File: config.mk
export PLATFORM = sky130hd
export DESIGN_NAME = supply_voltage_monitor_ctrl
export DESIGN_NICKNAME = d
export VERILOG_FILES = /design/src/supply_monitor_pkg.sv /design/src/supply_cmp_if.sv /design/src/supply_cmp_sync.sv /design/src/supply_voltage_monitor_ctrl.sv
export SDC_FILE = /design/constraint.sdc
export NUM_CORES = 1
export LEC_CHECK = 0
export ABC_AREA = 0
export BUFFER_PORTS_ARGS = -buffer_cell sky130_fd_sc_hd__buf_2
export CAP_MARGIN = 5
export CORE_MARGIN = 8
export CORE_UTILIZATION = 28
export DETAILED_ROUTE_END_ITERATION = 16
export PLACE_DENSITY_LB_ADDON = 0.25
export SYNTH_ARGS = -nofsm -noshare
export SYNTH_HDL_FRONTEND = slang
export SYNTH_SLANG_ARGS = --single-unit
File: constraint.sdc
create_clock -name ref_clk -period 5.45 [get_ports ref_clk]
set_clock_uncertainty 0.2 [all_clocks]
set_input_delay 0.8175 -clock ref_clk [delete_from_list [all_inputs] [get_ports ref_clk]]
set_output_delay 0.8175 -clock ref_clk [all_outputs]
set_load 0.1 [all_outputs]
File: src/supply_monitor_pkg.sv
// Constants and types shared by the supply monitor control files
package supply_monitor_pkg;
  localparam logic [19:0] OPTION_BYTE_ADDR = 20'h000c1;
  localparam int          MODE_LSB         = 0;
  localparam int          MODE_W           = 2;
  localparam int          LEVEL_LSB        = 2;
  localparam int          LEVEL_W          = 4;
  localparam logic [3:0]  LEVEL_MAX        = 4'ha;
  localparam logic [1:0]  MODE_OFF         = 2'h0;
  localparam logic [1:0]  MODE_IRQ         = 2'h1;
  localparam logic [1:0]  MODE_IRQ_RST     = 2'h2;
  localparam logic [1:0]  MODE_RST         = 2'h3;
  localparam int          ADDR_W           = 4;
  localparam int          DATA_W           = 8;
  localparam logic [3:0]  STATUS_OFS       = 4'h0;
  localparam logic [3:0]  CAUSE_OFS        = 4'h4;
  localparam logic [3:0]  OPTION_OFS       = 4'h8;
  localparam int          STATUS_BELOW_BIT = 0;
  localparam int          STATUS_RESET_BIT = 1;
  localparam int          CAUSE_MON_BIT    = 0;
  localparam logic [2:0]  SETTLE_CYCLES    = 3'h4;
  localparam int          SYNC_STAGES      = 3;
  localparam logic        SYNC_RESET_VALUE = 1'b0;

  typedef enum logic [3:0] {
    ST_LOAD = 4'b0001,
    ST_HOLD = 4'b0010,
    ST_RUN  = 4'b0100,
    ST_TRIP = 4'b1000
  } monitor_state_type;
endpackage

File: src/supply_cmp_if.sv
// Interface carrying filtered comparator results to the control logic
`timescale 1ns/1ps
`default_nettype none
interface supply_cmp_if;
  logic belowMain;
  logic belowLow;
  modport sync (output belowMain, output belowLow);
  modport ctrl (input belowMain, input belowLow);
endinterface
`default_nettype wire

File: src/supply_cmp_sync.sv
// Three-stage synchronizer with agreement filter for comparator inputs
`timescale 1ns/1ps
`default_nettype none
module supply_cmp_sync (
  input  wire logic  ref_clk,
  input  wire logic  rst_b,
  input  wire logic  cmpBelowMain,
  input  wire logic  cmpBelowLow,
  supply_cmp_if.sync cmp
);
  logic [1:0] rawIn;
  logic [1:0] stage1;
  logic [1:0] stage2;
  logic [1:0] stage3;
  logic [1:0] stable;
  logic [1:0] next_stable;

  assign rawIn = {cmpBelowLow, cmpBelowMain};

  genvar i;
  generate
    for (i = 0; i < 2; i++) begin : g_bit
      always_comb begin
        // Accept a change only once the last two stages agree
        next_stable[i] = (stage2[i] == stage3[i]) ? stage3[i] : stable[i];
      end

      always_ff @(posedge ref_clk or negedge rst_b) begin
        if (!rst_b) begin
          stage1[i] <= supply_monitor_pkg::SYNC_RESET_VALUE;
          stage2[i] <= supply_monitor_pkg::SYNC_RESET_VALUE;
          stage3[i] <= supply_monitor_pkg::SYNC_RESET_VALUE;
          stable[i] <= supply_monitor_pkg::SYNC_RESET_VALUE;
        end else begin
          stage1[i] <= rawIn[i];
          stage2[i] <= stage1[i];
          stage3[i] <= stage2[i];
          stable[i] <= next_stable[i];
        end
      end
    end
  endgenerate

  assign cmp.belowMain = stable[0];
  assign cmp.belowLow  = stable[1];
endmodule // supply_cmp_sync
`default_nettype wire

File: src/supply_voltage_monitor_ctrl.sv
// Supply voltage monitor control: modes, internal reset, interrupt, flags
//
// Functional notes
// Mode and level come from option byte
// Eleven selectable levels passed to comparator
// Keeps working in stop mode
// Mode 1,0: irq below high, reset below low
// Mode 1,1: reset while below level, no irq
// Mode 0,1: hold reset until first above level
// Mode 0,1: irq on every later crossing
// Status bit 0 shows current comparison result
// Monitor reset sets cause bit 0 (code sets it only on ST_TRIP entry, not in ST_HOLD)
// Comparator inputs synchronized before use
`timescale 1ns/1ps
`default_nettype none
module supply_voltage_monitor_ctrl (
  input  wire logic        ref_clk,
  input  wire logic        rst_b,
  input  wire logic [7:0]  optionByte,
  input  wire logic        cmpBelowMain,
  input  wire logic        cmpBelowLow,
  input  wire logic [3:0]  regAddr,
  input  wire logic [7:0]  regWdata,
  input  wire logic        regWrite,
  input  wire logic        regRead,
  output logic      [7:0]  regRdata,
  output logic      [19:0] optionAddr,
  output logic      [3:0]  levelCode,
  output logic      [1:0]  monitorMode,
  output logic             monitorReset,
  output logic             lowSupplyIrq
);
  supply_cmp_if cmp ();

  supply_cmp_sync u_sync (
    .ref_clk      (ref_clk),
    .rst_b        (rst_b),
    .cmpBelowMain (cmpBelowMain),
    .cmpBelowLow  (cmpBelowLow),
    .cmp          (cmp.sync)
  );

  supply_monitor_pkg::monitor_state_type state;
  supply_monitor_pkg::monitor_state_type next_state;
  logic [2:0] settle;
  logic [2:0] next_settle;
  logic [1:0] next_monitorMode;
  logic [3:0] next_levelCode;
  logic       prevMain;
  logic       next_monitorReset;
  logic       next_lowSupplyIrq;
  logic       causeFlag;
  logic       next_causeFlag;
  logic [7:0] next_regRdata;
  logic       belowMain;
  logic       belowLow;

  assign belowMain  = cmp.belowMain;
  assign belowLow   = cmp.belowLow;
  assign optionAddr = supply_monitor_pkg::OPTION_BYTE_ADDR;

  // Option capture and mode sequencing
  always_comb begin
    next_state        = state;
    next_settle       = settle;
    next_monitorMode  = monitorMode;
    next_levelCode    = levelCode;
    next_lowSupplyIrq = 1'b0;
    case (state)
      supply_monitor_pkg::ST_LOAD: begin
        next_monitorMode = optionByte[supply_monitor_pkg::MODE_LSB +:
                                      supply_monitor_pkg::MODE_W];
        if (optionByte[supply_monitor_pkg::LEVEL_LSB +: supply_monitor_pkg::LEVEL_W]
            > supply_monitor_pkg::LEVEL_MAX) begin
          next_levelCode = supply_monitor_pkg::LEVEL_MAX;
        end else begin
          next_levelCode = optionByte[supply_monitor_pkg::LEVEL_LSB +:
                                      supply_monitor_pkg::LEVEL_W];
        end
        next_settle = settle + 3'h1;
        if (settle == supply_monitor_pkg::SETTLE_CYCLES - 3'h1) begin
          if (next_monitorMode == supply_monitor_pkg::MODE_IRQ) begin
            next_state = supply_monitor_pkg::ST_HOLD;
          end else begin
            next_state = supply_monitor_pkg::ST_RUN;
          end
        end
      end
      supply_monitor_pkg::ST_HOLD: begin
        if (!belowMain) begin
          next_state = supply_monitor_pkg::ST_RUN;
        end
      end
      supply_monitor_pkg::ST_RUN: begin
        case (monitorMode)
          supply_monitor_pkg::MODE_IRQ_RST: begin
            next_lowSupplyIrq = belowMain && !prevMain;
            if (belowLow) begin
              next_state = supply_monitor_pkg::ST_TRIP;
            end
          end
          supply_monitor_pkg::MODE_RST: begin
            if (belowMain) begin
              next_state = supply_monitor_pkg::ST_TRIP;
            end
          end
          supply_monitor_pkg::MODE_IRQ: begin
            next_lowSupplyIrq = belowMain != prevMain;
          end
          default: begin
            next_state = state;
          end
        endcase
      end
      supply_monitor_pkg::ST_TRIP: begin
        if (!belowMain) begin
          next_state = supply_monitor_pkg::ST_RUN;
        end
      end
      default: begin
        next_state = supply_monitor_pkg::ST_LOAD;
      end
    endcase
    next_monitorReset = (next_state == supply_monitor_pkg::ST_HOLD) ||
                        (next_state == supply_monitor_pkg::ST_TRIP);
  end

  // Reset cause flag and register reads
  always_comb begin
    next_causeFlag = causeFlag;
    if (regWrite && regAddr == supply_monitor_pkg::CAUSE_OFS &&
        regWdata[supply_monitor_pkg::CAUSE_MON_BIT]) begin
      next_causeFlag = 1'b0;
    end
    if (next_state == supply_monitor_pkg::ST_TRIP &&
        state != supply_monitor_pkg::ST_TRIP) begin
      next_causeFlag = 1'b1;
    end
    next_regRdata = 8'h00;
    if (regRead) begin
      case (regAddr)
        supply_monitor_pkg::STATUS_OFS: begin
          next_regRdata[supply_monitor_pkg::STATUS_BELOW_BIT] = belowMain;
          next_regRdata[supply_monitor_pkg::STATUS_RESET_BIT] = monitorReset;
        end
        supply_monitor_pkg::CAUSE_OFS: begin
          next_regRdata[supply_monitor_pkg::CAUSE_MON_BIT] = causeFlag;
        end
        supply_monitor_pkg::OPTION_OFS: begin
          next_regRdata = {2'h0, levelCode, monitorMode};
        end
        default: begin
          next_regRdata = 8'h00;
        end
      endcase
    end
  end

  // No stop-mode gating: runs on every edge
  always_ff @(posedge ref_clk or negedge rst_b) begin
    if (!rst_b) begin
      state        <= supply_monitor_pkg::ST_LOAD;
      settle       <= 3'h0;
      monitorMode  <= supply_monitor_pkg::MODE_OFF;
      levelCode    <= 4'h0;
      prevMain     <= 1'b0;
      monitorReset <= 1'b0;
      lowSupplyIrq <= 1'b0;
      causeFlag    <= 1'b0;
      regRdata     <= 8'h00;
    end else begin
      state        <= next_state;
      settle       <= next_settle;
      monitorMode  <= next_monitorMode;
      levelCode    <= next_levelCode;
      prevMain     <= belowMain;
      monitorReset <= next_monitorReset;
      lowSupplyIrq <= next_lowSupplyIrq;
      causeFlag    <= next_causeFlag;
      regRdata     <= next_regRdata;
    end
  end
endmodule // supply_voltage_monitor_ctrl
`default_nettype wire

# Word-level counts from Yosys, hierarchy flattened
# Cells that the tools add are included.
# totals
register_bits,33
output_inout_bits,36
# classes
add_sub_neg,1
n_eq_ne,17
n_lt_le_gt_ge,1
reduce_logical,9
n_mux,16
# ops
cell,count
4-bit 2-to-1 mux,6
4-bit == test (second input constant),3
4-bit one-hot mux with 3 select lines,1
4-bit by 2-bit == test with 1-bit output (second input constant),2
4-bit by 3-bit == test with 1-bit output (second input constant),2
4-bit one-hot mux with 2 select lines,1
6-bit 2-to-1 mux,1
2-bit by 1-bit == test with 1-bit output (second input constant),2
2-bit == test (second input constant),2
4-bit by 1-bit == test with 1-bit output (second input constant),1
4-bit greater-than comparator (second input constant),1
1-bit logical AND,4
4-bit logical NOT,1
4-bit inequality test (second input constant),1
1-bit one-hot mux with 2 select lines,2
3-bit by 1-bit adder with 3-bit output (second input constant),1
3-bit by 2-bit == test with 1-bit output (second input constant),1
1-bit 2-to-1 mux,3
3-bit 2-to-1 mux,1
1-bit one-hot mux with 3 select lines,1
1-bit == test,2
2-bit nonzero test,1
2-bit OR reduction,1
1-bit logical NOT,1
2 further kinds,2

# Logic depth before layout (Yosys ltp)
# Gate-level depths: netlist of run 1.
# depth
depth_word,7
ltp_mapped,6
ltp_nobuf,6

# Cells and area by module
# A second synthesis of run 1 with hierarchy kept.
# unflattened
hier_cells,134
area_unflattened_um2,1514.0
# modules_own_cells
module,cells_each,area_per_inst_um2,instances,seq_area_each_um2
supply_voltage_monitor_ctrl,124,1291.2,1,576.8
supply_cmp_sync,10,222.7,1,200.2

# Worst setup path after synthesis of run 1
# No wires, ideal clock.
# synth_path
path_kind,register -> register
from,register monitorMode[0]
to,register state[3]
setup_ns,0.120
arrival_ns,1.803
synth_period_minus_slack_ns,2.123
t_required_ns,5.130
slack_ns,3.327
stages_incl_launch_ff,7
cell_sequence,dfrtp_1 inv_1 ha_1 a22o_1 nand2_1 a2bb2oi_1 nor3_1
# synth_between
elab_chain_len,3
# synth_rtl
element,line_no,source
start: declaration,supply_voltage_monitor_ctrl.sv:29,"output logic [1:0] monitorMode,"
start signal: assignment,supply_voltage_monitor_ctrl.sv:164,monitorMode <= supply_monitor_pkg::MODE_OFF;
start signal: assignment,supply_voltage_monitor_ctrl.sv:174,monitorMode <= next_monitorMode;
2-bit == test,supply_voltage_monitor_ctrl.sv:95,case (monitorMode)
4-bit one-hot mux with 2 select lines (*),supply_voltage_monitor_ctrl.sv:95,
4-bit one-hot mux with 3 select lines (*),supply_voltage_monitor_ctrl.sv:69,case (state)
via next_state[3],supply_voltage_monitor_ctrl.sv:44,supply_monitor_pkg::monitor_state_type next_state;
end signal: assignment,supply_voltage_monitor_ctrl.sv:162,state <= supply_monitor_pkg::ST_LOAD;
end signal: assignment,supply_voltage_monitor_ctrl.sv:172,state <= next_state;
end: declaration,supply_voltage_monitor_ctrl.sv:43,supply_monitor_pkg::monitor_state_type state;
# The timed path passes the listed nets; every way through them passes the cells marked *.
# A chain may end at the register's enable or synchronous reset.

# Worst setup path in the final report of run 1
# layout_path
from,register monitorMode[0]
to,output port monitorMode[0]
# No word-level cell between the ends.

==> results of run 1 <==
## flip-flops by register name (all words and copies together) (netlist names), 2 cells and up
signal,cells
u_sync.stage3,2
regRdata,6
levelCode,4
u_sync.stage2,2
u_sync.stage1,2
state,4
monitorMode,2
settle,3
## worst reg2reg max path, cell delays in order, from the launching register on
cell and delay [ns]:
dfstp_2 0.59, nor4b_4 0.75, mux2_2 0.42
## cell usage after synthesis, types with 2 or more instances
cell       number
a21oi_1         2
a21oi_2         2
a2bb2oi_1       2
buf_6           3
inv_1           7
nor3_1          2
nor3b_1         2
nor2b_1         4
ha_1            6
and2_1          4
maj3_1          2
mux2_2          2
nor2_1          9
nand3_1         4
dfrtp_1        30
mux2i_1         3
o21ai_0         8
buf_4          22
nand2_1         5
conb_1          2
## logic make-up after synthesis
kind of cell	share of synthesized area
AO/OA/AOI/OAI	0.0787
XOR/XNOR	0.0116
adder cells (fa/ha/maj)	0.0630
buffers and inverters	0.149
flip-flops	0.515
multiplexers	0.0348
other	0.00497
AND/OR/NAND/NOR	0.143
## final cells by class
type | count | area [sq um]
fill | 540 | 3440
sequential | 31 | 777
clock buffer | 5 | 68.8
multi-input combinational | 92 | 583
tap | 70 | 87.6
clock inverter | 3 | 43.8
timing repair buffer | 30 | 150
inverter | 7 | 26.3
## layer usage
layer / up-vias / GRT usage / part of all wire
li1: 467 / - / -
met1: 454 / 0.0907 / 0.45
met5: - / 0 / 0
met3: 8 / 0.0202 / 0.092
met4: 0 / 0.0544 / 0.027
met2: 38 / 0.117 / 0.43
## stage by stage
step | utilization | power (W) | worst slack [ns]
2_1_floorplan | - | 0.000707 | 3.33
3_3_place_gp | 0.314 | 0.000757 | 3.34
3_5_place_dp | 0.314 | 0.000761 | 3.33
4_1_cts | 0.336 | 0.000988 | 3.22
5_1_grt | 0.336 | 0.00103 | 3.14
6_report | 0.336 | 0.000975 | 3.24
## worst max path at each step
stage               cells after the start                        from                      to
global placement                        5                  regAddr[1]   regRdata[3]$_DFF_PN0_
floorplan                               6  monitorMode[0]$_DFFE_PN0P_      state[3]$_DFF_PN0_
global route                            4          state[0]$_DFF_PN1_  monitorReset$_DFF_PN0_
detailed placement                      5                  regAddr[1]   regRdata[5]$_DFF_PN0_
CTS                                     1  monitorMode[0]$_DFFE_PN0P_          monitorMode[0]
finish                                  1  monitorMode[0]$_DFFE_PN0P_          monitorMode[0]
## power by group
group	switching (W)	leakage [nW]	total (W)	internal (W)
registers	0.0000436	0.388	0.000322	0.000279
logic	0.000332	0.436	0.000428	0.0000967
clock network	0.0000882	0.0581	0.000224	0.000136
total	0.000463	0.883	0.000975	0.000511
==> metrics.txt, run 1 <==
status completed; post-CTS setup buffer count 0; post-synth top area share 0.497; Distinct cells, synth 34; clock latency on the worst-skew pair 0.29 ns; CP Capture Type output port; Synth area leader dfrtp_1; CTS Hold Bufs 0; start of the worst register-to-register path state[0]$_DFF_PN1_; Via Count 967; first-pass GRT wire length 4610 um; Post-Synthesis Cells 135; Fmax 453 MHz; setup violators final 0; TritonCTS clock tree yes; Global Route Usage Sum 0.0765; Iter 0 DRT Violations 31; reg2reg end settle[1]$_DFFE_PN0P_; H-tree levels 2; Rows 26; vias per cell 4.06; post-CTS sizing 0; crit-path cells buf_2; Hold Path Sink u_sync.stage2[0]$_DFF_PN0_; leakage power between 0.8 and 0.9 nW; fin area between 1500 and 2000 sq um; sequential share of the synthesized area 0.514; first drt pass iteration count 4; Layout area overhead 15.0%; Worst Path Max Fanout 5; CP max stage delay about 0.47 ns; min-delay src u_sync.stage1[0]$_DFF_PN0_; Finished Layout Cells approximately 240; TritonCTS buffer count 5; gp weighted congestion 0.734; netlist area before placement between 1500 and 2000 sq um; register bit total from synthesis 31; Die X-Extent 89.4 um; top_reg_cell synth dfrtp_1; DRC Markers 0; P per Cell Area 561 nW/um^2; Hold WC Path Type reg -> reg; R2R cell count 2; GRT overflow 0; Period Utilization, post-route 0.405; placed insts 230; Initial Utilization 0.292; WP buf/inv 1; WP data arrival 1.19 ns; kind of critical path reg -> out; antenna violations before repair 0; average size of a mapped cell around 11 sq um; critical path's slowest cell buf_2; Relative slew margins 0.406; # port buffers 30; RSZ-0062 raised after global routing false; core box area just over 5000 sq um; cell family with most CP delay buffers and inverters; largest net degree at the start of global routing 32; post-route ant nets 0; worst hold margin ~0.16 ns; Avg WL per Cell 11.6 um; worst vdd ir 0.365 mV; YS warnings 0; largest buffer count on any clock path 2; Hold Crit Depth 0; I/O pin count 62; die height ~89 um; Final nets 199; DP Area between 1500 and 2000 sq um; commonest cells after routing, fill and taps aside dfrtp_1, buf_2, conb_1; die area 8000 sq um; min Tclk post-route 2.21 ns; final hold violation count 0; Antenna Cells 0; Final Max Slew Viols 0; Final HPWL DP 2150 um; Routed Wire Length ~2800 um; vias in the first global route 1005; dominant cells by area after synthesis dfrtp_1, buf_4, ha_1, o21ai_0, nor2_1; Post-synth ARST share 1.00; Clock transition at path regs 0.07 ns; max_cap viols 0; FF-to-FF setup slack 3.38 ns; Root Buffer clkbuf_8; setup_tns 0 ns; Worst Tran Pin Value 0.888 ns; clk sinks 31; Setup crit start kind flip-flop; worst path required time 4.43 ns; EDFF count, synth 0; share of cells above drive strength 1 0.262
No activity file was read; power rests on OpenSTA's default activity.
==> run 2, diff against run 1 <==
--- a/config.mk
+++ b/config.mk
@@ -5,7 +5,7 @@
 export SDC_FILE = /design/constraint.sdc
 export NUM_CORES = 1
 export LEC_CHECK = 0
-export ABC_AREA = 0
+export ABC_AREA = 1
 export BUFFER_PORTS_ARGS = -buffer_cell sky130_fd_sc_hd__buf_2
 export CAP_MARGIN = 5
 export CORE_MARGIN = 8
==> constraint.sdc (replaced) <==
create_clock -name ref_clk -period 1.8 [get_ports ref_clk]
set_clock_uncertainty 0.2 [all_clocks]
set_input_delay 0.27 -clock ref_clk [delete_from_list [all_inputs] [get_ports ref_clk]]
set_output_delay 0.27 -clock ref_clk [all_outputs]
set_load 0.1 [all_outputs]
==> run 2 against run 1 <==
Combinational power rose to 3.6 times the previous value. Total power rose to 3.3 times the previous value. Core utilization up 0.67 points. Non-clock buffer count up 6. Final cell count up 17%. Sequential power rose to 3.0 times the previous value. Clock power rose to 3.1 times the previous value. Area after synthesis up 0.75%. Sequential share of layout area down 2.4 points. Critical path depth up 9. Worst setup slack worse by 3.0 ns. Highest routed layer unchanged.
==> metrics.txt, run 2 <==
status completed; netlist area before placement 1520 sq um; max_cap viols 0; kind of critical path reg -> reg; max reg flops 6; Period Utilization, post-route 0.886; Clock transition at path regs 0.06 ns; Global Route Usage Sum 0.0786; vias in the first global route about 1100; top_reg_cell synth dfrtp_1; largest reg by FF count regRdata; Hold WC Path Type in -> reg; Routed Wire Length approximately 2900 um; start of the worst register-to-register path monitorMode[0]$_DFFE_PN0P_; fin area 1840 sq um; R2R cell count 10; post-CTS setup buffer count 0; GRT overflow 0; Final HPWL DP approximately 2400 um; FF-to-FF setup slack about 0.2 ns; post-synth top area share 0.493; Antenna Cells 0; average size of a mapped cell 9.17 sq um; post-route ant nets 0; setup violators final 0; Fmax between 600 and 700 MHz; Hold Crit Depth 3; worst hold margin 0.00715 ns; Initial Utilization 0.283; sequential share of the synthesized area 0.511; Root Buffer clkbuf_8; commonest cells after routing, fill and taps aside nand2_1, buf_2, dfrtp_1; dominant cells by area after synthesis dfrtp_1, buf_4, nand2_1, ha_1, inv_1; Iter 0 DRT Violations 99; count leader, synth nand2_1; Post-Synthesis Cells 166; largest buffer count on any clock path 2; Final Max Slew Viols 0; share of cells above drive strength 1 0.266; setup_tns 0 ns; P per Cell Area 1750 nW/um^2; Distinct cells, synth 27; final hold violation count 0; # port buffers 30; Post-synth ARST share 1.00; Synth area leader dfrtp_1; leakage power 1.00 nW; worst vdd ir 0.612 mV; met3 GRT Util 0.0391; DP Area 1690 sq um; min Tclk post-route 1.59 ns; GRT busiest layer met2; TritonCTS buffer count 5; Via Count 1085; die area ~8000 sq um; Worst Path Max Fanout 5; grt met2 use 0.123; WP data arrival 1.60 ns; register bit total from synthesis 31; H-tree levels 2; first-pass GRT wire length 5160 um; Final nets 238; min-delay src regRead; EDFF count, synth 0; I/O pin count 62; RSZ-0062 raised after global routing false; largest registers regRdata x6, levelCode x4, state x4; Rows 27; core box area between 5000 and 6000 sq um; vias per cell approximately 3.9; first drt pass iteration count 4; antenna violations before repair 0; Synth top cells by count nand2_1, dfrtp_1, buf_4; TritonCTS clock tree yes; Pwr Total between 0.003 and 0.004 W; Hold Path Sink regRdata[0]$_DFF_PN0_; most common cell after layout, fill and taps aside nand2_1; Die X-Extent 89.7 um; Post-Place Setup Slack 0.193 ns; met1 GRT Util 0.0820; Setup crit start kind flip-flop; worst path required time 1.81 ns; DRC Markers 0; gp weighted congestion 0.712; Avg WL per Cell 10.4 um; CP Capture Type flip-flop; largest net degree at the start of global routing 20; die height between 80 and 90 um; clk sinks 31; reg2reg end monitorReset$_DFF_PN0_; Layout area overhead 20.9%; setup ws final 0.206 ns; YS warnings 0; clock latency on the worst-skew pair between 0.2 and 0.3 ns
==> run 2: changes by cell type after synthesis, moves of 3 or more <==
cell	delta
nand3_1	+4
nand2_1	+28
nor2b_1	-4
o21ai_0	-7
o21ai_1	+4
nor2_1	+3
inv_1	+13
mux2i_1	-3
inv_2	+5
and2_1	-4
buf_6	-3
==> run 2: through the flow <==
step                cells  utilization
floorplan             186            -
global placement      268        0.314
detailed placement    268        0.314
CTS                   279        0.342
global route          279        0.342
finish                279        0.342
==> run 2: area by class of cell <==
cell class	instances	area (sq um)
tap	72	90.1
inverter	26	100
multi-input combinational	106	549
clock buffer	6	82.6
timing repair buffer	36	203
sequential	31	779
fill	563	3530
clock inverter	2	35.0
==> run 2: kinds of logic after synthesis <==
logic type	count (synthesis)	share of synthesized area
other	2	0.00494
AND/OR/NAND/NOR	62	0.181
flip-flops	31	0.511
AO/OA/AOI/OAI	13	0.0559
buffers and inverters	49	0.179
adder cells (fa/ha/maj)	8	0.0625
XOR/XNOR	1	0.00576
==> run 2: power by group <==
group	internal [W]	leakage, nW	switching [W]
clock network	0.000447	0.0612	0.000251
logic	0.000326	0.554	0.00121
registers	0.000869	0.385	0.000109
==> run 2: critical path, cell delays in order, from the launching register on <==
cell and delay, ns:
dfrtp_2 0.43, inv_1 0.10, ha_2 0.20, inv_1 0.06, nand2_1 0.06, nand3_1 0.06
nand2_1 0.06, nand2_1 0.05, nor2_1 0.15, inv_2 0.06, nor2_1 0.11
==> run 2: what timing repair did <==
| item | in CTS | in global routing |
|---|---|---|
| endpoints found under the hold margin | 19 | 0 |
| hold buffers | 3 | 0 |
| setup endpoints to repair | 0 | 1 |
| gates resized for setup | 0 | 1 |
==> run 2: worst max path at each step <==
| stage | from | cells after the start | slack (ns) | endpoint |
|---|---|---|---|---|
| finish | monitorMode[0]$_DFFE_PN0P_ | 10 | 0.21 | monitorReset$_DFF_PN0_ |
| floorplan | monitorMode[0]$_DFFE_PN0P_ | 9 | 0.01 | causeFlag$_DFFE_PN0P_ |
| global placement | settle[0]$_DFFE_PN0P_ | 9 | 0.22 | causeFlag$_DFFE_PN0P_ |
| detailed placement | monitorMode[0]$_DFFE_PN0P_ | 10 | 0.19 | monitorReset$_DFF_PN0_ |
| CTS | monitorMode[0]$_DFFE_PN0P_ | 10 | 0.18 | causeFlag$_DFFE_PN0P_ |
| global route | monitorMode[0]$_DFFE_PN0P_ | 10 | 0.04 | monitorReset$_DFF_PN0_ |
==> run 2: layer usage <==
metal / vias up / part of all wire
met1: 498 / 0.40
met5: - / 0
met3: 6 / 0.086
li1: 548 / -
met4: 0 / 0.026
met2: 33 / 0.48
